--- config.mk ---
export PLATFORM = sky130hd
export DESIGN_NAME = ctoe_core
export DESIGN_NICKNAME = d
export VERILOG_FILES = /design/src/common/ctoe_pkg.sv /design/src/common/ctoe_if.sv /design/src/design/ctoe_core.sv /design/src/design/ctoe_ea.sv /design/src/design/ctoe_regs.sv
export VERILOG_INCLUDE_DIRS = /design/src /design/src/common
export SDC_FILE = /design/constraint.sdc
export NUM_CORES = 1
export LEC_CHECK = 0
export BUFFER_PORTS_ARGS = -buffer_cell sky130_fd_sc_hd__buf_2
export CORE_UTILIZATION = 45
export CTS_BUF_LIST = sky130_fd_sc_hd__clkbuf_4
export CTS_CLUSTER_SIZE = 16
export DETAILED_ROUTE_END_ITERATION = 10
export HOLD_SLACK_MARGIN = 0.15
export PLACE_DENSITY_LB_ADDON = 0.15
export SLEW_MARGIN = 25
export SYNTH_ARGS = -nofsm -noshare
export SYNTH_HDL_FRONTEND = slang
export SYNTH_SLANG_ARGS = --single-unit
--- constraint.sdc ---
create_clock -name clk -period 3.6 [get_ports clk]
set_input_delay 0.54 -clock clk [delete_from_list [all_inputs] [get_ports clk]]
set_output_delay 0.54 -clock clk [all_outputs]
set_load 0.02 [all_outputs]
--- src/common/ctoe_consts.svh ---
// Opcodes, cycle counts, register offsets and reset values of the tail opcode core.
`ifndef CTOE_CONSTS_SVH
`define CTOE_CONSTS_SVH

`define CTOE_OP_TRAP        8'h83
`define CTOE_OP_TAX         8'h97
`define CTOE_OP_TXA         8'h9F
`define CTOE_OP_WAIT        8'h8F
`define CTOE_OP_TST_DIR     8'h3D
`define CTOE_OP_TST_A       8'h4D
`define CTOE_OP_TST_X       8'h5D
`define CTOE_OP_TST_IX1     8'h6D
`define CTOE_OP_TST_IX      8'h7D

`define CTOE_CYC_TRAP       4'hA
`define CTOE_CYC_MOVE       4'h2
`define CTOE_CYC_TST_DIR    4'h4
`define CTOE_CYC_TST_INH    4'h3
`define CTOE_CYC_TST_IX1    4'h5
`define CTOE_CYC_TST_IX     4'h4
`define CTOE_CYC_WAIT       4'h2
`define CTOE_CYC_BTB        4'h5
`define CTOE_CYC_OTHER_BASE 4'h2
`define CTOE_TRAP_PUSHES    4'h5

`define CTOE_REG_CTRL       8'h00
`define CTOE_REG_PC         8'h04
`define CTOE_REG_ACC        8'h08
`define CTOE_REG_IDX        8'h0C
`define CTOE_REG_SP         8'h10
`define CTOE_REG_FLAGS      8'h14
`define CTOE_REG_STAT       8'h18

`define CTOE_RST_PC         16'h0000
`define CTOE_RST_SP         16'h00FF
`define CTOE_RST_ACC        8'h00
`define CTOE_RST_IDX        8'h00
`define CTOE_RST_FLAGS      5'h08
`define CTOE_FLAGS_PAD      3'h7
`define CTOE_ZP_HI          8'h00

`endif

--- src/common/ctoe_pkg.sv ---
// Types shared by the tail opcode core and its helpers.
package ctoe_pkg;
  typedef enum logic [1:0] {
    ST_HALT = 2'b00,
    ST_RUN  = 2'b01,
    ST_WAIT = 2'b10
  } ctoe_state_t;

  typedef enum logic [2:0] {
    MD_INH = 3'b000,
    MD_DIR = 3'b001,
    MD_EXT = 3'b010,
    MD_IX2 = 3'b011,
    MD_IX1 = 3'b100,
    MD_IX  = 3'b101,
    MD_BTB = 3'b110,
    MD_IMM = 3'b111
  } ctoe_mode_t;

  typedef enum logic [3:0] {
    CL_OTHER = 4'b0000,
    CL_TRAP  = 4'b0001,
    CL_TAX   = 4'b0010,
    CL_TXA   = 4'b0011,
    CL_TSTA  = 4'b0100,
    CL_TSTX  = 4'b0101,
    CL_TSTM  = 4'b0110,
    CL_WAIT  = 4'b0111,
    CL_BTB   = 4'b1000
  } ctoe_cls_t;

  typedef struct packed {
    logic h;
    logic i;
    logic n;
    logic z;
    logic c;
  } ctoe_flags_t;
endpackage : ctoe_pkg

--- src/common/ctoe_if.sv ---
// Signals between the core, its register file and its address unit.
`timescale 1ns/1ns
interface ctoe_if;
  import ctoe_pkg::*;
  logic        run;
  logic        pc_load;
  logic [15:0] pc_load_val;
  logic [15:0] pc;
  logic [7:0]  acc;
  logic [7:0]  idx;
  logic [15:0] sp;
  ctoe_flags_t flags;
  logic        waiting;
  logic        halted;
  ctoe_mode_t  mode;
  logic [7:0]  prev_b;
  logic [7:0]  last_b;
  logic [15:0] ea;

  modport regs (output run, pc_load, pc_load_val,
                input  pc, acc, idx, sp, flags, waiting, halted);
  modport ea_unit (input mode, idx, prev_b, last_b, output ea);
  modport core (input  run, pc_load, pc_load_val, ea,
                output pc, acc, idx, sp, flags, waiting, halted, mode, prev_b, last_b);
endinterface : ctoe_if

--- src/design/ctoe_core.sv ---
// Execution core for the trap, transfer, test, wait and operand-fetch opcodes.
`timescale 1ns/1ns
`include "ctoe_consts.svh"
module ctoe_core #(
  parameter logic [15:0] TRAP_VECTOR = 16'hFF00
) (
  input  wire logic        clk,
  input  wire logic        rst_n,
  input  wire logic        wb_cyc_i,
  input  wire logic        wb_stb_i,
  input  wire logic        wb_we_i,
  input  wire logic [7:0]  wb_adr_i,
  input  wire logic [3:0]  wb_sel_i,
  input  wire logic [31:0] wb_dat_i,
  output logic      [31:0] wb_dat_o,
  output logic             wb_ack_o,
  output logic      [15:0] mem_addr,
  output logic      [7:0]  mem_wdata,
  output logic             mem_rd,
  output logic             mem_wr,
  input  wire logic [7:0]  mem_rdata,
  input  wire logic        irq_req,
  output logic             cpu_clk_stop
);
  import ctoe_pkg::*;

  ctoe_if cif ();

  ctoe_regs u_regs (
    .clk      (clk),
    .rst_n    (rst_n),
    .wb_cyc_i (wb_cyc_i),
    .wb_stb_i (wb_stb_i),
    .wb_we_i  (wb_we_i),
    .wb_adr_i (wb_adr_i),
    .wb_sel_i (wb_sel_i),
    .wb_dat_i (wb_dat_i),
    .wb_dat_o (wb_dat_o),
    .wb_ack_o (wb_ack_o),
    .rif      (cif)
  );

  ctoe_ea u_ea (
    .eif (cif)
  );

  function automatic ctoe_mode_t fn_mode(input logic [7:0] op);
    ctoe_mode_t m;
    m = MD_INH;
    unique case (op[7:4])
      4'h0:                   m = MD_BTB;
      4'h1, 4'h3, 4'hB:       m = MD_DIR;
      4'h2, 4'hA:             m = MD_IMM;
      4'h4, 4'h5, 4'h8, 4'h9: m = MD_INH;
      4'h6, 4'hE:             m = MD_IX1;
      4'h7, 4'hF:             m = MD_IX;
      4'hC:                   m = MD_EXT;
      4'hD:                   m = MD_IX2;
    endcase
    return m;
  endfunction : fn_mode

  function automatic logic [1:0] fn_nbytes(input ctoe_mode_t m);
    logic [1:0] n;
    n = 2'd0;
    unique case (m)
      MD_INH, MD_IX:         n = 2'd0;
      MD_DIR, MD_IX1, MD_IMM: n = 2'd1;
      MD_EXT, MD_IX2, MD_BTB: n = 2'd2;
    endcase
    return n;
  endfunction : fn_nbytes

  function automatic ctoe_cls_t fn_class(input logic [7:0] op);
    ctoe_cls_t c;
    c = CL_OTHER;
    if (op == `CTOE_OP_TRAP) c = CL_TRAP;
    else if (op == `CTOE_OP_TAX) c = CL_TAX;
    else if (op == `CTOE_OP_TXA) c = CL_TXA;
    else if (op == `CTOE_OP_WAIT) c = CL_WAIT;
    else if (op == `CTOE_OP_TST_A) c = CL_TSTA;
    else if (op == `CTOE_OP_TST_X) c = CL_TSTX;
    else if (op == `CTOE_OP_TST_DIR || op == `CTOE_OP_TST_IX1 || op == `CTOE_OP_TST_IX)
      c = CL_TSTM;
    else if (op[7:4] == 4'h0) c = CL_BTB;
    return c;
  endfunction : fn_class

  function automatic logic [3:0] fn_ncyc(input logic [7:0] op);
    logic [3:0] n;
    n = `CTOE_CYC_OTHER_BASE;
    unique case (fn_class(op))
      CL_TRAP:         n = `CTOE_CYC_TRAP;
      CL_TAX, CL_TXA:  n = `CTOE_CYC_MOVE;
      CL_TSTA, CL_TSTX: n = `CTOE_CYC_TST_INH;
      CL_TSTM: n = (op == `CTOE_OP_TST_DIR) ? `CTOE_CYC_TST_DIR :
                   (op == `CTOE_OP_TST_IX1) ? `CTOE_CYC_TST_IX1 : `CTOE_CYC_TST_IX;
      CL_WAIT:         n = `CTOE_CYC_WAIT;
      CL_BTB:          n = `CTOE_CYC_BTB;
      CL_OTHER:        n = `CTOE_CYC_OTHER_BASE + {2'b00, fn_nbytes(fn_mode(op))};
    endcase
    return n;
  endfunction : fn_ncyc

  // Only N and Z move; H, I and C pass through untouched.
  function automatic ctoe_flags_t fn_tst(input ctoe_flags_t f, input logic [7:0] v);
    ctoe_flags_t r;
    r   = f;
    r.n = v[7];
    r.z = (v == 8'h00);
    return r;
  endfunction : fn_tst

  ctoe_state_t state_q, state_d;
  ctoe_cls_t   cls_q, op_cls;
  ctoe_mode_t  mode_q, op_mode;
  ctoe_flags_t flags_q, flags_d;
  logic [3:0]  cnt_q, cnt_d, ncyc_q, op_ncyc, nk;
  logic [1:0]  nb_q, op_nb;
  logic [7:0]  opcode_q, opcode_d, opr_q, opr_d, acc_q, acc_d, idx_q, idx_d;
  logic [15:0] pc_q, pc_d, sp_q, sp_d;
  logic [15:0] mem_addr_q, addr_d;
  logic [7:0]  mem_wdata_q, wdata_d;
  logic        mem_rd_q, rd_d, mem_wr_q, wr_d;
  logic        bit_val;

  assign cif.mode   = op_mode;
  assign cif.prev_b = opr_q;
  assign cif.last_b = mem_rdata;

  always_comb begin
    state_d = state_q;
    cnt_d   = cnt_q;
    pc_d    = pc_q;
    acc_d   = acc_q;
    idx_d   = idx_q;
    sp_d    = sp_q;
    flags_d = flags_q;
    opr_d   = opr_q;
    opcode_d = opcode_q;
    op_cls  = cls_q;
    op_mode = mode_q;
    op_nb   = nb_q;
    op_ncyc = ncyc_q;
    rd_d    = 1'b0;
    wr_d    = 1'b0;
    addr_d  = mem_addr_q;
    wdata_d = mem_wdata_q;
    bit_val = mem_rdata[opcode_q[3:1]];
    nk      = cnt_q + 4'h1;
    unique case (state_q)
      ST_HALT: begin
        if (cif.pc_load) begin
          pc_d = cif.pc_load_val;
        end else if (cif.run) begin
          state_d = ST_RUN;
          cnt_d   = 4'h0;
          rd_d    = 1'b1;
          addr_d  = pc_q;
        end
      end
      ST_WAIT: begin
        // Wake simply resumes at the next opcode; no interrupt sequence is taken.
        if (irq_req) begin
          state_d = ST_RUN;
          cnt_d   = 4'h0;
          rd_d    = 1'b1;
          addr_d  = pc_q;
        end
      end
      ST_RUN: begin
        if (cnt_q == 4'h0) begin
          opcode_d = mem_rdata;
          op_cls   = fn_class(mem_rdata);
          op_mode  = fn_mode(mem_rdata);
          op_nb    = fn_nbytes(fn_mode(mem_rdata));
          op_ncyc  = fn_ncyc(mem_rdata);
          pc_d     = pc_q + 16'h0001;
        end else if (cnt_q <= {2'b00, nb_q}) begin
          opr_d = mem_rdata;
          pc_d  = pc_q + 16'h0001;
        end
        unique case (op_cls)
          CL_TAX:  if (cnt_q == 4'h1) idx_d = acc_q;
          CL_TXA:  if (cnt_q == 4'h1) acc_d = idx_q;
          CL_TSTA: if (cnt_q == 4'h1) flags_d = fn_tst(flags_q, acc_q);
          CL_TSTX: if (cnt_q == 4'h1) flags_d = fn_tst(flags_q, idx_q);
          CL_TSTM: begin
            if (cnt_q == {2'b00, nb_q} + 4'h1) flags_d = fn_tst(flags_q, mem_rdata);
          end
          CL_BTB: begin
            if (cnt_q == {2'b00, nb_q} + 4'h1) begin
              flags_d.c = bit_val;
              if (bit_val ^ opcode_q[0]) begin
                pc_d = pc_q + {{8{opr_q[7]}}, opr_q};
              end
            end
          end
          CL_TRAP: begin
            if (cnt_q >= 4'h1 && cnt_q <= `CTOE_TRAP_PUSHES) sp_d = sp_q - 16'h0001;
            if (cnt_q == `CTOE_TRAP_PUSHES) flags_d.i = 1'b1;
            if (cnt_q == `CTOE_TRAP_PUSHES + 4'h1) pc_d[15:8] = mem_rdata;
            if (cnt_q == `CTOE_TRAP_PUSHES + 4'h2) pc_d[7:0] = mem_rdata;
          end
          CL_WAIT, CL_OTHER: begin
          end
        endcase
        if (op_cls == CL_TRAP) begin
          // Push order low PC, high PC, index, accumulator, flags.
          unique case (nk)
            4'h1: begin wr_d = 1'b1; addr_d = sp_d; wdata_d = pc_d[7:0]; end
            4'h2: begin wr_d = 1'b1; addr_d = sp_d; wdata_d = pc_q[15:8]; end
            4'h3: begin wr_d = 1'b1; addr_d = sp_d; wdata_d = idx_q; end
            4'h4: begin wr_d = 1'b1; addr_d = sp_d; wdata_d = acc_q; end
            4'h5: begin wr_d = 1'b1; addr_d = sp_d; wdata_d = {`CTOE_FLAGS_PAD, flags_q}; end
            4'h6: begin rd_d = 1'b1; addr_d = TRAP_VECTOR; end
            4'h7: begin rd_d = 1'b1; addr_d = TRAP_VECTOR + 16'h0001; end
            default: begin end
          endcase
        end else if (nk <= {2'b00, op_nb}) begin
          rd_d   = 1'b1;
          addr_d = pc_d;
        end else if (nk == {2'b00, op_nb} + 4'h1 && op_mode != MD_INH && op_mode != MD_IMM) begin
          rd_d   = 1'b1;
          addr_d = cif.ea;
        end
        if (nk == op_ncyc) begin
          cnt_d = 4'h0;
          rd_d  = cif.run;
          wr_d  = 1'b0;
          addr_d = pc_d;
          if (!cif.run) state_d = ST_HALT;
        end else begin
          cnt_d = nk;
        end
        if (op_cls == CL_WAIT && cnt_q == 4'h1) begin
          flags_d.i = 1'b0;
          state_d   = ST_WAIT;
          cnt_d     = 4'h0;
          rd_d      = 1'b0;
        end
      end
      default: state_d = ST_HALT;
    endcase
  end

  always_ff @(posedge clk) begin
    if (!rst_n) begin
      state_q  <= ST_HALT;
      cnt_q    <= 4'h0;
      cls_q    <= CL_OTHER;
      mode_q   <= MD_INH;
      nb_q     <= 2'd0;
      ncyc_q   <= `CTOE_CYC_OTHER_BASE;
      opcode_q <= 8'h00;
      opr_q    <= 8'h00;
    end else begin
      state_q  <= state_d;
      cnt_q    <= cnt_d;
      cls_q    <= op_cls;
      mode_q   <= op_mode;
      nb_q     <= op_nb;
      ncyc_q   <= op_ncyc;
      opcode_q <= opcode_d;
      opr_q    <= opr_d;
    end
  end

  always_ff @(posedge clk) begin
    if (!rst_n) begin
      pc_q    <= `CTOE_RST_PC;
      acc_q   <= `CTOE_RST_ACC;
      idx_q   <= `CTOE_RST_IDX;
      sp_q    <= `CTOE_RST_SP;
      flags_q <= `CTOE_RST_FLAGS;
    end else begin
      pc_q    <= pc_d;
      acc_q   <= acc_d;
      idx_q   <= idx_d;
      sp_q    <= sp_d;
      flags_q <= flags_d;
    end
  end

  always_ff @(posedge clk) begin
    if (!rst_n) begin
      mem_addr_q  <= 16'h0000;
      mem_wdata_q <= 8'h00;
      mem_rd_q    <= 1'b0;
      mem_wr_q    <= 1'b0;
    end else begin
      mem_addr_q  <= addr_d;
      mem_wdata_q <= wdata_d;
      mem_rd_q    <= rd_d;
      mem_wr_q    <= wr_d;
    end
  end

  assign mem_addr     = mem_addr_q;
  assign mem_wdata    = mem_wdata_q;
  assign mem_rd       = mem_rd_q;
  assign mem_wr       = mem_wr_q;
  assign cpu_clk_stop = (state_q == ST_WAIT);
  assign cif.pc       = pc_q;
  assign cif.acc      = acc_q;
  assign cif.idx      = idx_q;
  assign cif.sp       = sp_q;
  assign cif.flags    = flags_q;
  assign cif.waiting  = (state_q == ST_WAIT);
  assign cif.halted   = (state_q == ST_HALT);

  logic fetch_now, in_trap;
  assign fetch_now = (state_q == ST_RUN) && (cnt_q == 4'h0);
  assign in_trap   = (state_q == ST_RUN) && (cls_q == CL_TRAP);

  property p_trap_len;
    @(posedge clk) disable iff (!rst_n)
    (fetch_now && mem_rdata == `CTOE_OP_TRAP) |-> ##10 (fetch_now || state_q == ST_HALT);
  endproperty
  a_trap_len: assert property (p_trap_len) else $error("trap length wrong");

  property p_trap_push;
    @(posedge clk) disable iff (!rst_n)
    (in_trap && cnt_q == 4'h1) |-> (mem_wr_q && mem_addr_q == sp_q && mem_wdata_q == pc_q[7:0])
      ##1 (mem_wr_q && mem_wdata_q == pc_q[15:8]) ##1 (mem_wdata_q == idx_q)
      ##1 (mem_wdata_q == acc_q) ##1 (mem_wdata_q == {`CTOE_FLAGS_PAD, flags_q});
  endproperty
  a_trap_push: assert property (p_trap_push) else $error("trap push order wrong");

  property p_trap_sp;
    @(posedge clk) disable iff (!rst_n)
    (in_trap && cnt_q == 4'h1) |-> ##5 (sp_q == $past(sp_q, 5) - 16'h0005);
  endproperty
  a_trap_sp: assert property (p_trap_sp) else $error("trap stack pointer wrong");

  property p_trap_vec;
    @(posedge clk) disable iff (!rst_n)
    (in_trap && cnt_q == 4'h5) |=> (flags_q.i && mem_rd_q && mem_addr_q == TRAP_VECTOR)
      ##2 (pc_q == {$past(mem_rdata, 2), $past(mem_rdata, 1)});
  endproperty
  a_trap_vec: assert property (p_trap_vec) else $error("trap vector load wrong");

  property p_move;
    @(posedge clk) disable iff (!rst_n)
    (fetch_now && mem_rdata == `CTOE_OP_TAX) |-> ##2
      (idx_q == acc_q && flags_q == $past(flags_q, 2) && (fetch_now || state_q == ST_HALT));
  endproperty
  a_move: assert property (p_move) else $error("transfer wrong");

  property p_tst_dir;
    @(posedge clk) disable iff (!rst_n)
    (fetch_now && mem_rdata == `CTOE_OP_TST_DIR) |-> ##4 (fetch_now || state_q == ST_HALT);
  endproperty
  a_tst_dir: assert property (p_tst_dir) else $error("test length wrong");

  property p_tst_flags;
    @(posedge clk) disable iff (!rst_n)
    (fetch_now && mem_rdata == `CTOE_OP_TST_A) |-> ##2 (flags_q.n == acc_q[7]
      && flags_q.z == (acc_q == 8'h00) && flags_q.h == $past(flags_q.h, 2)
      && flags_q.i == $past(flags_q.i, 2) && flags_q.c == $past(flags_q.c, 2));
  endproperty
  a_tst_flags: assert property (p_tst_flags) else $error("test flags wrong");

  property p_wait;
    @(posedge clk) disable iff (!rst_n)
    (fetch_now && mem_rdata == `CTOE_OP_WAIT) |-> ##2 (state_q == ST_WAIT && !flags_q.i);
  endproperty
  a_wait: assert property (p_wait) else $error("wait entry wrong");

  property p_wait_idle;
    @(posedge clk) disable iff (!rst_n)
    (state_q == ST_WAIT) |-> (!mem_rd_q && !mem_wr_q && cpu_clk_stop);
  endproperty
  a_wait_idle: assert property (p_wait_idle) else $error("bus active in wait");

  property p_ix2;
    @(posedge clk) disable iff (!rst_n)
    (fetch_now && mem_rdata[7:4] == 4'hD) |-> ##3
      (mem_rd_q && mem_addr_q == {8'h00, idx_q} + {$past(mem_rdata, 2), $past(mem_rdata, 1)});
  endproperty
  a_ix2: assert property (p_ix2) else $error("word offset address wrong");

  property p_ext;
    @(posedge clk) disable iff (!rst_n)
    (fetch_now && mem_rdata[7:4] == 4'hC) |-> ##3
      (mem_rd_q && mem_addr_q == {$past(mem_rdata, 2), $past(mem_rdata, 1)});
  endproperty
  a_ext: assert property (p_ext) else $error("extended address wrong");

  property p_btb;
    @(posedge clk) disable iff (!rst_n)
    (fetch_now && mem_rdata[7:4] == 4'h0) |-> ##3
      (mem_rd_q && mem_addr_q == {8'h00, $past(mem_rdata, 2)});
  endproperty
  a_btb: assert property (p_btb) else $error("bit branch address wrong");
endmodule : ctoe_core

--- src/design/ctoe_ea.sv ---
// Effective address calculation for the operand addressing forms.
`timescale 1ns/1ns
`include "ctoe_consts.svh"
module ctoe_ea (
  ctoe_if.ea_unit eif
);
  import ctoe_pkg::*;

  always_comb begin
    unique case (eif.mode)
      MD_DIR: eif.ea = {`CTOE_ZP_HI, eif.last_b};
      MD_EXT: eif.ea = {eif.prev_b, eif.last_b};
      MD_IX2: eif.ea = {`CTOE_ZP_HI, eif.idx} + {eif.prev_b, eif.last_b};
      MD_IX1: eif.ea = {`CTOE_ZP_HI, eif.idx} + {`CTOE_ZP_HI, eif.last_b};
      MD_IX:  eif.ea = {`CTOE_ZP_HI, eif.idx};
      MD_BTB: eif.ea = {`CTOE_ZP_HI, eif.prev_b};
      MD_INH: eif.ea = 16'h0000;
      MD_IMM: eif.ea = 16'h0000;
    endcase
  end
endmodule : ctoe_ea

--- src/design/ctoe_regs.sv ---
// Classic Wishbone slave holding the control and status words of the core.
`timescale 1ns/1ns
`include "ctoe_consts.svh"
module ctoe_regs (
  input  wire logic        clk,
  input  wire logic        rst_n,
  input  wire logic        wb_cyc_i,
  input  wire logic        wb_stb_i,
  input  wire logic        wb_we_i,
  input  wire logic [7:0]  wb_adr_i,
  input  wire logic [3:0]  wb_sel_i,
  input  wire logic [31:0] wb_dat_i,
  output logic      [31:0] wb_dat_o,
  output logic             wb_ack_o,
  ctoe_if.regs             rif
);
  import ctoe_pkg::*;

  logic        ack_q;
  logic [31:0] dat_q;
  logic [31:0] rdata_d;
  logic        run_q;
  logic        pc_load_q;
  logic [15:0] pc_val_q;
  logic [7:0]  word_adr;
  logic        req;
  logic        wr_now;

  assign req      = wb_cyc_i & wb_stb_i;
  // Writes land on the edge where ack is seen high, matching the master.
  assign wr_now   = req & ack_q & wb_we_i;
  assign word_adr = {wb_adr_i[7:2], 2'b00};

  always_comb begin
    unique case (word_adr)
      `CTOE_REG_CTRL:  rdata_d = {31'h00000000, run_q};
      `CTOE_REG_PC:    rdata_d = {16'h0000, rif.pc};
      `CTOE_REG_ACC:   rdata_d = {24'h000000, rif.acc};
      `CTOE_REG_IDX:   rdata_d = {24'h000000, rif.idx};
      `CTOE_REG_SP:    rdata_d = {16'h0000, rif.sp};
      `CTOE_REG_FLAGS: rdata_d = {24'h000000, `CTOE_FLAGS_PAD, rif.flags};
      `CTOE_REG_STAT:  rdata_d = {30'h00000000, rif.halted, rif.waiting};
      default:         rdata_d = 32'h00000000;
    endcase
  end

  always_ff @(posedge clk) begin
    if (!rst_n) begin
      ack_q <= 1'b0;
      dat_q <= 32'h00000000;
    end else begin
      ack_q <= req & ~ack_q;
      if (req & ~ack_q) begin
        dat_q <= rdata_d;
      end
    end
  end

  always_ff @(posedge clk) begin
    if (!rst_n) begin
      run_q     <= 1'b0;
      pc_load_q <= 1'b0;
      pc_val_q  <= `CTOE_RST_PC;
    end else begin
      pc_load_q <= 1'b0;
      if (wr_now && word_adr == `CTOE_REG_CTRL && wb_sel_i[0]) begin
        run_q <= wb_dat_i[0];
      end
      if (wr_now && word_adr == `CTOE_REG_PC && (wb_sel_i[1] | wb_sel_i[0])) begin
        pc_load_q <= 1'b1;
        pc_val_q  <= {wb_sel_i[1] ? wb_dat_i[15:8] : rif.pc[15:8],
                      wb_sel_i[0] ? wb_dat_i[7:0] : rif.pc[7:0]};
      end
    end
  end

  assign wb_ack_o        = ack_q;
  assign wb_dat_o        = dat_q;
  assign rif.run         = run_q;
  assign rif.pc_load     = pc_load_q;
  assign rif.pc_load_val = pc_val_q;
endmodule : ctoe_regs

==> flow_metrics.tcl, run 1 <==
set metrics [dict create \
    ctsHoldBuffers 0 \
    layout-drive-gt1-share_pct 22.1 \
    power.total_mw 3.17 \
    htree_levels 4 \
    cts.sinks 144 \
    grt.total_usage_pct 32.8 \
    finalNonFillerCells 1884 \
    endpoint_kind "flop" \
    setup_viol_count_final 0 \
    area_delta_synth_final_pct 18.6 \
    synth.distinct_cells 96 \
    finalMaxSlewViolations 0 \
    rrSetupSlack_ns 0.13 \
    first_pass_iters 6 \
    critical_path_class "reg -> reg" \
    globalplace.congestion 1.00 \
    reg2reg_from "cnt_q[1]$_SDFFE_PN0P_" \
    post_cts_buffers 0 \
    async_reset_ff_share_pct 0 \
    max_slew_margin_pct 32.7 \
    rsz0062_at_grt "no" \
    cts_tree "built" \
    synth_enable_flop_cells 0 \
    crit_path_cell_trace "inv_1 > ha_1 > buf_4 > nor3b_2 > buf_4 > o2111ai_1 > o21a_1 > and2_1 > o21a_1 > a222oi_1 > o22ai_1 > a221oi_1 > o31ai_1" \
    synth.mux.area_fraction_pct 6.14 \
    drtIter0Drc 1148 \
    syn_inst 1380 \
    critical_path_required_ns 4.08 \
    antenna_found_initial 1 \
    irDropWorstVdd_mv 0.196 \
    synth-simple-area-share_pct 22.7 \
    rr_endpoint "mem_addr[0]$_SDFFE_PN0P_" \
    cts_root_buffer "clkbuf_4" \
    insertion_delay_ns 0.60 \
    synth_top_flop_cell "dfxtp_1" \
    fin_skew_ns 0.0377 \
    min_path_cells 3 \
    wl_per_cell_um 21.2 \
    dp_hpwl_um 30100 \
    status "finished, final reports clean" \
    dp_cells 1851 \
    cp-endpoint "mem_addr[0]$_SDFFE_PN0P_" \
    gr-total-overflow 0 \
    min_path_type "in -> reg" \
    fin_crit_ns 3.47 \
    nets 1649 \
    ys_seq_area_share_pct 27.0 \
    synthAdderAreaFrac_pct 4.83 \
    drv_cap 0 \
    final_cell_mix "nor2_1, buf_4, dfxtp_1" \
    rows 56 \
    ys.warnings.count 0 \
    synth_area_um2 10700 \
    numCtsBuffers 17 \
    grt_pass1_wl_um 60200 \
    die_h_um 156 \
    rr_worst_depth 13 \
    synth_top_family_by_area "compound AO/OA/AOI/OAI gates" \
    start_util_pct 45.6 \
    hold_viol 0 \
    arrival_ns 3.95 \
    clkTransAtPathRegs_ns 0.15 \
    timing.final.crit_share_pct 96.5 \
    grt_max_degree 58 \
    n_fill_cell 2361 \
    io-pin-count 118 \
    clock_path_buffers 2 \
    vias 11500 \
    grt_pass1_vias 10400 \
    layout_commonest_cell "nor2_1" \
    leakage_nw 5.22 \
    ant_nets 0 \
    timing.fmax_mhz 288 \
    whs_ns 0.217 \
    wl_um 39900 \
    avgSynthCellArea_um2 7.74 \
    post-route-util_pct 54.1 \
    die_w_um 156 \
    cellPowerDensity_nw_per_um2 251 \
    crit_path_start "cnt_q[1]$_SDFFE_PN0P_" \
    drc 0 \
    crit_path_start_kind "flop" \
    cp_max_fo 15 \
    core_region_area_um2 23400 \
    setup_tns_ns 0 \
    die_area_um2 24400 \
    worst_pin_slew_ns 1.00 \
    slowest_delay_ns 0.45 \
    synth_seq_cells 144 \
    port_buffers 81 \
    cts_resized 2 \
    synth_xor_area_share_pct 6.07 \
    cp_slowest_cell "a221oi_1" \
    via_per_inst 6.08 \
    synth-compound-area-share_pct 27.1 \
]
-- power by group --
group	switching (mW)	internal, mW	leakage [nW]
logic	0.230	0.150	3.90
registers	0.000637	1.60	1.16
clock network	0.750	0.448	0.167
total	0.981	2.19	5.22
-- worst max-delay path, delay by kind of cell, from the launching register on --
family | cells | cell delay [ns]
AO/OA/AOI/OAI | 7 | 1.91
buffers and inverters | 3 | 0.49
adder cells (fa/ha/maj) | 1 | 0.17
AND/OR/NAND/NOR | 2 | 0.46
flip-flops | 1 | 0.34
-- final cells by class --
type	instances	area, um^2	area share, %
multi-input combinational	1108	7240	57.1
inverter	26	97.6	0.771
clock buffer	17	128	1.01
antenna	1	2.50	0.0198
timing repair buffer	254	1730	13.7
tap	319	399	3.15
sequential	144	2880	22.8
clock inverter	15	190	1.50
-- sequential cells by signal (all words and copies together) (netlist names), 8 cells and up --
| signal | flops |
|---|---|
| cif.sp | 16 |
| cif.prev_b | 8 |
| mem_wdata | 8 |
| acc_q | 8 |
| cif.idx | 8 |
| cif.pc | 16 |
| u_regs.rif.pc_load_val | 16 |
| mem_addr | 16 |
| u_regs.wb_dat_o | 16 |
-- synthesized netlist by cell type, types with 10 or more instances --
library cell,number,area share (%)
o211ai_1,18,1.3
a21oi_1,97,4.5
nand2_1,117,4.1
nor2_1,173,6.1
xor2_1,30,2.5
ha_1,38,4.5
nand4_1,10,0.59
and3_1,13,0.76
buf_2,25,1.2
nor3_1,37,1.7
clkbuf_1,66,2.3
o221a_2,10,1.1
o21ai_0,64,3.0
a22o_1,16,1.3
nor4_1,10,0.59
a211oi_1,38,2.7
dfxtp_1,144,27
a31oi_1,13,0.76
a21o_1,13,0.91
and2_1,14,0.82
nand3_1,45,2.1
nor2b_1,13,0.76
inv_1,24,0.84
buf_4,18,1.3
nand2b_1,14,0.82
a22oi_1,38,2.7
xnor2_1,44,3.6
o22ai_1,15,0.88
mux2i_1,52,4.9
or3_1,10,0.59
-- per-stage QoR --
step | worst slack (ns) | area (um^2)
2_1_floorplan | 0.0413 | 10700
3_3_place_gp | -0.382 | 12300
3_5_place_dp | -0.450 | 12300
4_1_cts | 0.109 | 12700
5_1_grt | 0.00277 | 12700
6_report | 0.127 | 12700
-- routing by layer --
layer | up-vias | wire (um) | track usage, %
met2 | 600 | 17300 | 49.6
li1 | 5393 | - | -
met5 | - | 0 | 0
met3 | 79 | 3810 | 6.56
met1 | 5382 | 17600 | 45.6
met4 | 0 | 1290 | 12.3
-- worst min path at each step --
stage                                      from                               end
2_1_floorplan            ncyc_q[0]$_SDFFE_PN0P_            ncyc_q[0]$_SDFFE_PN0P_
4_1_cts                             wb_dat_i[0]       u_regs.rif.run$_SDFFE_PN0P_
3_3_place_gp   u_regs.wb_dat_o[11]$_SDFFE_PN0P_  u_regs.wb_dat_o[11]$_SDFFE_PN0P_
6_report                            wb_dat_i[0]       u_regs.rif.run$_SDFFE_PN0P_
5_1_grt                             wb_dat_i[0]       u_regs.rif.run$_SDFFE_PN0P_
3_5_place_dp   u_regs.wb_dat_o[14]$_SDFFE_PN0P_  u_regs.wb_dat_o[14]$_SDFFE_PN0P_
-- kinds of logic (layout without fill, tap and decap cells) --
group                      Yosys count  count (layout)
xor gates and xnor gates            74              74
adders and majority gates           40              40
other                                1              17
and+or+nand+nor                    502             502
buffers and inverters              143             312
muxes                               61              61
DFF                                144             144
AOI/OAI and AO/OA                  415             415
(Power assumes the default switching activity.)
==> run 2, diff against run 1 <==
--- a/config.mk
+++ b/config.mk
@@ -12,7 +12,7 @@
 export CTS_CLUSTER_SIZE = 16
 export DETAILED_ROUTE_END_ITERATION = 10
 export HOLD_SLACK_MARGIN = 0.15
-export PLACE_DENSITY_LB_ADDON = 0.15
+export PLACE_DENSITY_LB_ADDON = 0.12
 export SLEW_MARGIN = 25
 export SYNTH_ARGS = -nofsm -noshare
 export SYNTH_HDL_FRONTEND = slang
==> run 2 against run 1 <==
- die area unchanged
- clock-buffer cell count unchanged
- maximum frequency grew 3.4%
- sequential power hardly changed
- power up 0.20%
- combinational power about the same
- clock power is essentially flat
- critical path depth grew 1
- register-to-register slack improved by 0.11 ns
- utilization grew 0.14 points
- critical path type unchanged
- largest cell class unchanged
==> flow_metrics.tcl, run 2 (synthesis results as in run 1) <==
set metrics [dict create \
    globalplace.congestion 0.999 \
    numCtsBuffers 17 \
    p_sw_share_pct 32.7 \
    drv_cap 0 \
    fin_skew_ns 0.0297 \
    crit_path_start_kind "flop" \
    rr_endpoint "mem_addr[4]$_SDFFE_PN0P_" \
    final_cell_area_um2 12700 \
    cp-endpoint "mem_addr[4]$_SDFFE_PN0P_" \
    clock_path_buffers 2 \
    cp_max_fo 9 \
    path_buf_inv 3 \
    io-pin-count 118 \
    pwr-share-seq_pct 50.2 \
    start_util_pct 45.6 \
    rsz0062_at_grt "no" \
    cts.sinks 144 \
    wl_met1_um 17800 \
    critical_path_required_ns 4.11 \
    path_depth 14 \
    cellPowerDensity_nw_per_um2 250 \
    rr_worst_depth 14 \
    final_cell_mix "nor2_1, buf_4, dfxtp_1" \
    dp_hpwl_um 30400 \
    antenna_found_initial 1 \
    timing.final.crit_share_pct 93.3 \
    core_region_area_um2 23400 \
    critical_path_class "reg -> reg" \
    p_int_mw 2.14 \
    combinationalPowerShare_pct 12.0 \
    wl_per_cell_um 21.5 \
    power_frac_clock_pct 37.8 \
    insertion_delay_ns 0.61 \
    dp_cells 1853 \
    reg2reg_from "cnt_q[1]$_SDFFE_PN0P_" \
    dr_wl_met2_um 18000 \
    min_path_type "in -> reg" \
    drc 0 \
    grt_pass1_vias 10300 \
    n_fill_cell 2381 \
    status "finished, final reports clean" \
    detailed_place.area_um2 12400 \
    die_h_um 156 \
    leakage_nw 5.24 \
    gr-total-overflow 0 \
    grt_max_degree 58 \
    htree_levels 4 \
    post_cts_buffers 0 \
    clkTransAtPathRegs_ns 0.16 \
    ant_nets 0 \
    rrSetupSlack_ns 0.24 \
    area_delta_synth_final_pct 18.9 \
    die_w_um 156 \
    drtIter0Drc 1319 \
    layout_commonest_cell "nor2_1" \
    grt_pass1_wl_um 61000 \
    die_area_um2 24400 \
    max_slew_margin_pct 40.8 \
    layout-drive-gt1-share_pct 22.1 \
    finalNonFillerCells 1887 \
    rows 56 \
    vias 11400 \
    port_buffers 81 \
    cts_tree "built" \
    cp_top_family "simple AND/OR/NAND/NOR gates" \
    first_pass_iters 6 \
    min_path_cells 3 \
    crit_path_start "cnt_q[1]$_SDFFE_PN0P_" \
    hold_viol 0 \
    irDropWorstVdd_mv 0.221 \
    arrival_ns 3.87 \
    worst_pin_slew_ns 0.884 \
    setup_viol_count_final 0 \
    route.met3.wl_um 3590 \
    timing.fmax_mhz 298 \
    endpoint_kind "flop" \
    slowest_delay_ns 0.47 \
    grt.total_usage_pct 33.4 \
    fin_crit_ns 3.36 \
    top_layer "met4" \
    via_per_inst 6.03 \
    p_switching_mw 1.04 \
    finalMaxSlewViolations 0 \
    wl_um 40500 \
    nets 1652 \
    crit_path_cell_trace "inv_1 > ha_1 > or3b_4 > a21oi_1 > ha_1 > nor2b_1 > o21ai_0 > nand2_1 > buf_4 > nand2_1 > nor2_1 > a2111oi_0 > buf_4 > o31ai_1" \
    cp_slowest_cell "or3b_4" \
    cts_root_buffer "clkbuf_4" \
]
run 2: cell count changes in the layout (fill, tap and decap cells not counted), sizes merged:
cell | before | now
clkinv | 3 | 5
bufinv | 2 | 1
buf | 254 | 256
dlygate4sd3 | 0 | 1
inv | 35 | 34
run 2: final cells by class:
| cell class | count | area (um^2) | share of cell area [%] |
|---|---|---|---|
| diodes | 1 | 2.50 | 0.0197 |
| clock buffers | 17 | 128 | 1.01 |
| clock inverters | 15 | 194 | 1.53 |
| inverters | 26 | 97.6 | 0.769 |
| multi-input cells | 1108 | 7230 | 56.9 |
| flip-flops and latches | 144 | 2880 | 22.7 |
| well taps | 319 | 399 | 3.14 |
| repair buffers | 257 | 1770 | 13.9 |
run 2: per-layer routing:
metal / global-route usage (%) / up-vias
met2: 52.9 / 514
met5: 0 / -
met1: 46.5 / 5387
li1: - / 5402
met4: 10.3 / 0
met3: 4.72 / 74
run 2: what timing repair did:
item | 4_1_cts | 5_1_grt
endpoints found under the hold margin | 1 | 0
setup endpoints to repair | 0 | 13
gates resized for setup | 0 | 3
hold buffers | 1 | 0
run 2: worst min-delay path by stage:
stage	to	slack, ns	start
final	opcode_q[1]$_SDFFE_PN0P_	0.25	mem_rdata[1]
after detailed placement	u_regs.wb_dat_o[0]$_SDFFE_PN0P_	0.45	u_regs.wb_dat_o[0]$_SDFFE_PN0P_
after global routing	opcode_q[1]$_SDFFE_PN0P_	0.24	mem_rdata[1]
after global placement	u_regs.wb_dat_o[10]$_SDFFE_PN0P_	0.44	u_regs.wb_dat_o[10]$_SDFFE_PN0P_
after floorplan	ncyc_q[0]$_SDFFE_PN0P_	0.44	ncyc_q[0]$_SDFFE_PN0P_
after CTS	opcode_q[1]$_SDFFE_PN0P_	0.20	mem_rdata[1]
run 2: power groups by stage:
| stage | Combinational (mW) | Sequential [mW] | Clock [mW] |
|---|---|---|---|
| floorplan | 0.227 | 1.63 | 0 |
| global placement | 0.371 | 1.63 | 0 |
| detailed placement | 0.373 | 1.63 | 0 |
| CTS | 0.376 | 1.60 | 1.22 |
| global route | 0.408 | 1.60 | 1.28 |
| finish | 0.382 | 1.60 | 1.20 |
run 2: stage by stage:
stage	util, %	TNS, ns	hold WS (ns)	setup slack [ns]	total power, mW
final	54.3	0	0.247	0.240	3.18
after global routing	54.3	0	0.237	0.0397	3.29
after CTS	54.2	0	0.202	0.115	3.20
after detailed placement	52.8	-2.38	0.447	-0.181	2.00
after global placement	52.8	-3.02	0.443	-0.231	2.00
after floorplan	-	0	0.436	0.0413	1.86
run 2: worst register-to-register path: cells and delay by family (launching register included):
kind	cells	cell delay [ns]
and+or+nand+nor	5	1.03
buffers and inverters	3	0.49
adders and majority gates	2	0.44
AOI/OAI and AO/OA	4	0.98
DFF	1	0.34
==> run 3, diff against run 2 <==
--- a/config.mk
+++ b/config.mk
@@ -13,7 +13,7 @@
 export DETAILED_ROUTE_END_ITERATION = 10
 export HOLD_SLACK_MARGIN = 0.15
 export PLACE_DENSITY_LB_ADDON = 0.12
-export SLEW_MARGIN = 25
+export SLEW_MARGIN = 15
 export SYNTH_ARGS = -nofsm -noshare
 export SYNTH_HDL_FRONTEND = slang
 export SYNTH_SLANG_ARGS = --single-unit
==> constraint.sdc (replaced) <==
create_clock -name clk -period 3.6 [get_ports clk]
set_input_delay 0.36 -clock clk [delete_from_list [all_inputs] [get_ports clk]]
set_output_delay 0.36 -clock clk [all_outputs]
set_load 0.02 [all_outputs]
==> run 3 against run 2 <==
- die area stayed put
- via count up 0.82%
- critical path depth up 3
- hold slack improved by 0.018 ns
- maximum frequency is 4.0% lower
- final cell count grew 0.16%
- global-route usage about the same
- largest cell class unchanged
==> flow_metrics.tcl, run 3 (synthesis results as in run 1) <==
set metrics [dict create \
    min_path_type "in -> reg" \
    crit_path_cell_trace "dlygate4sd3_1 > clkbuf_4 > nor2b_2 > o21a_1 > inv_1 > ha_1 > mux2i_4 > o21ai_1 > ha_1 > xor2_1 > nor4_1 > nand2_1 > nand3_1 > a21oi_1 > a21o_1 > buf_4 > o31ai_1" \
    dp_hpwl_um 30200 \
    whs_ns 0.264 \
    cp_top_family "buffers and inverters" \
    clock_path_buffers 2 \
    status "finished, final reports clean" \
    slowest_delay_ns 0.54 \
    grt_max_degree 58 \
    dr_wl_met2_um 18100 \
    rows 56 \
    critPathMostFrequentCell "ha_1" \
    first_pass_iters 7 \
    antenna_found_initial 1 \
    cts.sinks 144 \
    drtIter0Drc 1256 \
    nets 1655 \
    grt_pass1_vias 10200 \
    arrival_ns 3.98 \
    crit_path_start_kind "input port" \
    fin_skew_ns 0.0227 \
    fin_crit_ns 3.50 \
    io-pin-count 118 \
    cp_max_fo 7 \
    timing.final.crit_share_pct 97.2 \
    irDropWorstVdd_mv 0.200 \
    detailed_place.area_um2 12200 \
    area_delta_synth_final_pct 20.0 \
    drc 0 \
    numCtsBuffers 17 \
    htree_levels 4 \
    final_cell_area_um2 12800 \
    insertion_delay_ns 0.59 \
    cts_root_buffer "clkbuf_4" \
    n_fill_cell 2321 \
    gr-total-overflow 0 \
    drv_cap 0 \
    reg2reg_from "cif.sp[0]$_SDFFE_PN1P_" \
    core_region_area_um2 23400 \
    worst_pin_slew_ns 1.02 \
    vias 11500 \
    hold_viol 0 \
    die_area_um2 24400 \
    setup_viol_count_final 0 \
    endpoint_kind "flop" \
    crit_path_start "mem_rdata[5]" \
    layout-drive-gt1-share_pct 21.3 \
    timing.fmax_mhz 286 \
    critical_path_required_ns 4.08 \
    start_util_pct 45.6 \
    wl_um 40800 \
    cp_slowest_cell "dlygate4sd3_1" \
    leakage_nw 5.25 \
    multi_input_area_um2 7280 \
    grt_pass1_wl_um 60900 \
    critical_path_class "in -> reg" \
    port_buffers 81 \
    hold_start "wb_sel_i[1]" \
    route.met3.wl_um 3000 \
    path_buf_inv 4 \
    wl_met1_um 18500 \
    max_slew_margin_pct 31.6 \
    via_per_inst 6.07 \
    top_layer "met4" \
    globalplace.congestion 0.973 \
    seqCellArea_um2 2880 \
    wl_per_cell_um 21.6 \
    rsz0062_at_grt "no" \
    grt.total_usage_pct 33.4 \
    cellPowerDensity_nw_per_um2 252 \
    ant_nets 0 \
    final_cell_mix "nor2_1, buf_4, dfxtp_1" \
    die_w_um 156 \
    die_h_um 156 \
    post-route-util_pct 54.7 \
    cts_tree "built" \
    finalMaxSlewViolations 0 \
    clkTransAtPathRegs_ns 0.15 \
    layout_commonest_cell "nor2_1" \
]
[run 3: cell count changes in the layout (fill, tap and decap cells not counted), sizes merged]
cell         change
bufinv           +2
clkinv           -3
buf             -19
clkinvlp         +1
clkbuf           +1
dlygate4sd3     +21
[run 3: where the power goes]
| part | internal (mW) | total, mW | switching (mW) | leakage, nW |
|---|---|---|---|---|
| Clock | 0.504 | 1.24 | 0.738 | 0.168 |
| Combinational | 0.158 | 0.395 | 0.237 | 3.92 |
| Sequential | 1.60 | 1.60 | 0.000612 | 1.16 |
[run 3: worst paths after layout]
| path | to | cells past startpoint | slack, ns |
|---|---|---|---|
| max | mem_addr[15]$_SDFFE_PN0P_ | 17 | 0.1 |
| min | u_regs.rif.pc_load_val[10]$_SDFFE_PN0P_ | 3 | 0.26 |
| max reg2reg | mem_addr[10]$_SDFFE_PN0P_ | 13 | 0.19 |
| min reg2reg | u_regs.wb_dat_o[13]$_SDFFE_PN0P_ | 2 | 0.46 |
[run 3: layout make-up]
type	instances	share of cell area, %
clock buffer	17	0.996
antenna	1	0.0195
tap	319	3.12
clock inverter	15	1.51
multi-input combinational	1108	56.8
sequential	144	22.5
inverter	26	0.762
timing repair buffer	260	14.3
[run 3: worst register-to-register path, cell delays in order, from the launching register on]
cell,delay [ns]
dfxtp_1,0.38
inv_1,0.10
ha_1,0.21
or3b_4,0.41
or3_4,0.37
or4_1,0.42
or4_4,0.44
nor2_4,0.11
xnor2_1,0.14
a21o_1,0.21
a21oi_1,0.13
a211oi_1,0.05
buf_4,0.16
o31ai_2,0.20
[run 3: metrics by stage]
step | power [mW] | worst slack (ns) | setup TNS (ns) | std cells
after CTS | 3.23 | 0.00620 | 0 | 1889
after floorplan | 1.86 | 0.127 | 0 | 1395
after global placement | 1.99 | -0.222 | -0.440 | 1835
final | 3.23 | 0.0993 | 0 | 1890
after global routing | 3.34 | 0.00229 | 0 | 1890
after detailed placement | 1.99 | -0.237 | -1.13 | 1835
[run 3: layer usage]
layer	vias to the layer above	track usage (%)
li1	5397	-
met1	5508	47.4
met2	479	51.0
met3	86	4.56
met4	0	12.4
met5	-	0
[run 3: what timing repair did]
| item | CTS | global route |
|---|---|---|
| hold buffers | 22 | 0 |
| endpoints found under the setup margin | 1 | 17 |
| gates resized for setup | 1 | 14 |
| buffers inserted | 0 | 0 |
| pin swaps | 0 | 2 |
| endpoints found under the hold margin | 22 | 0 |
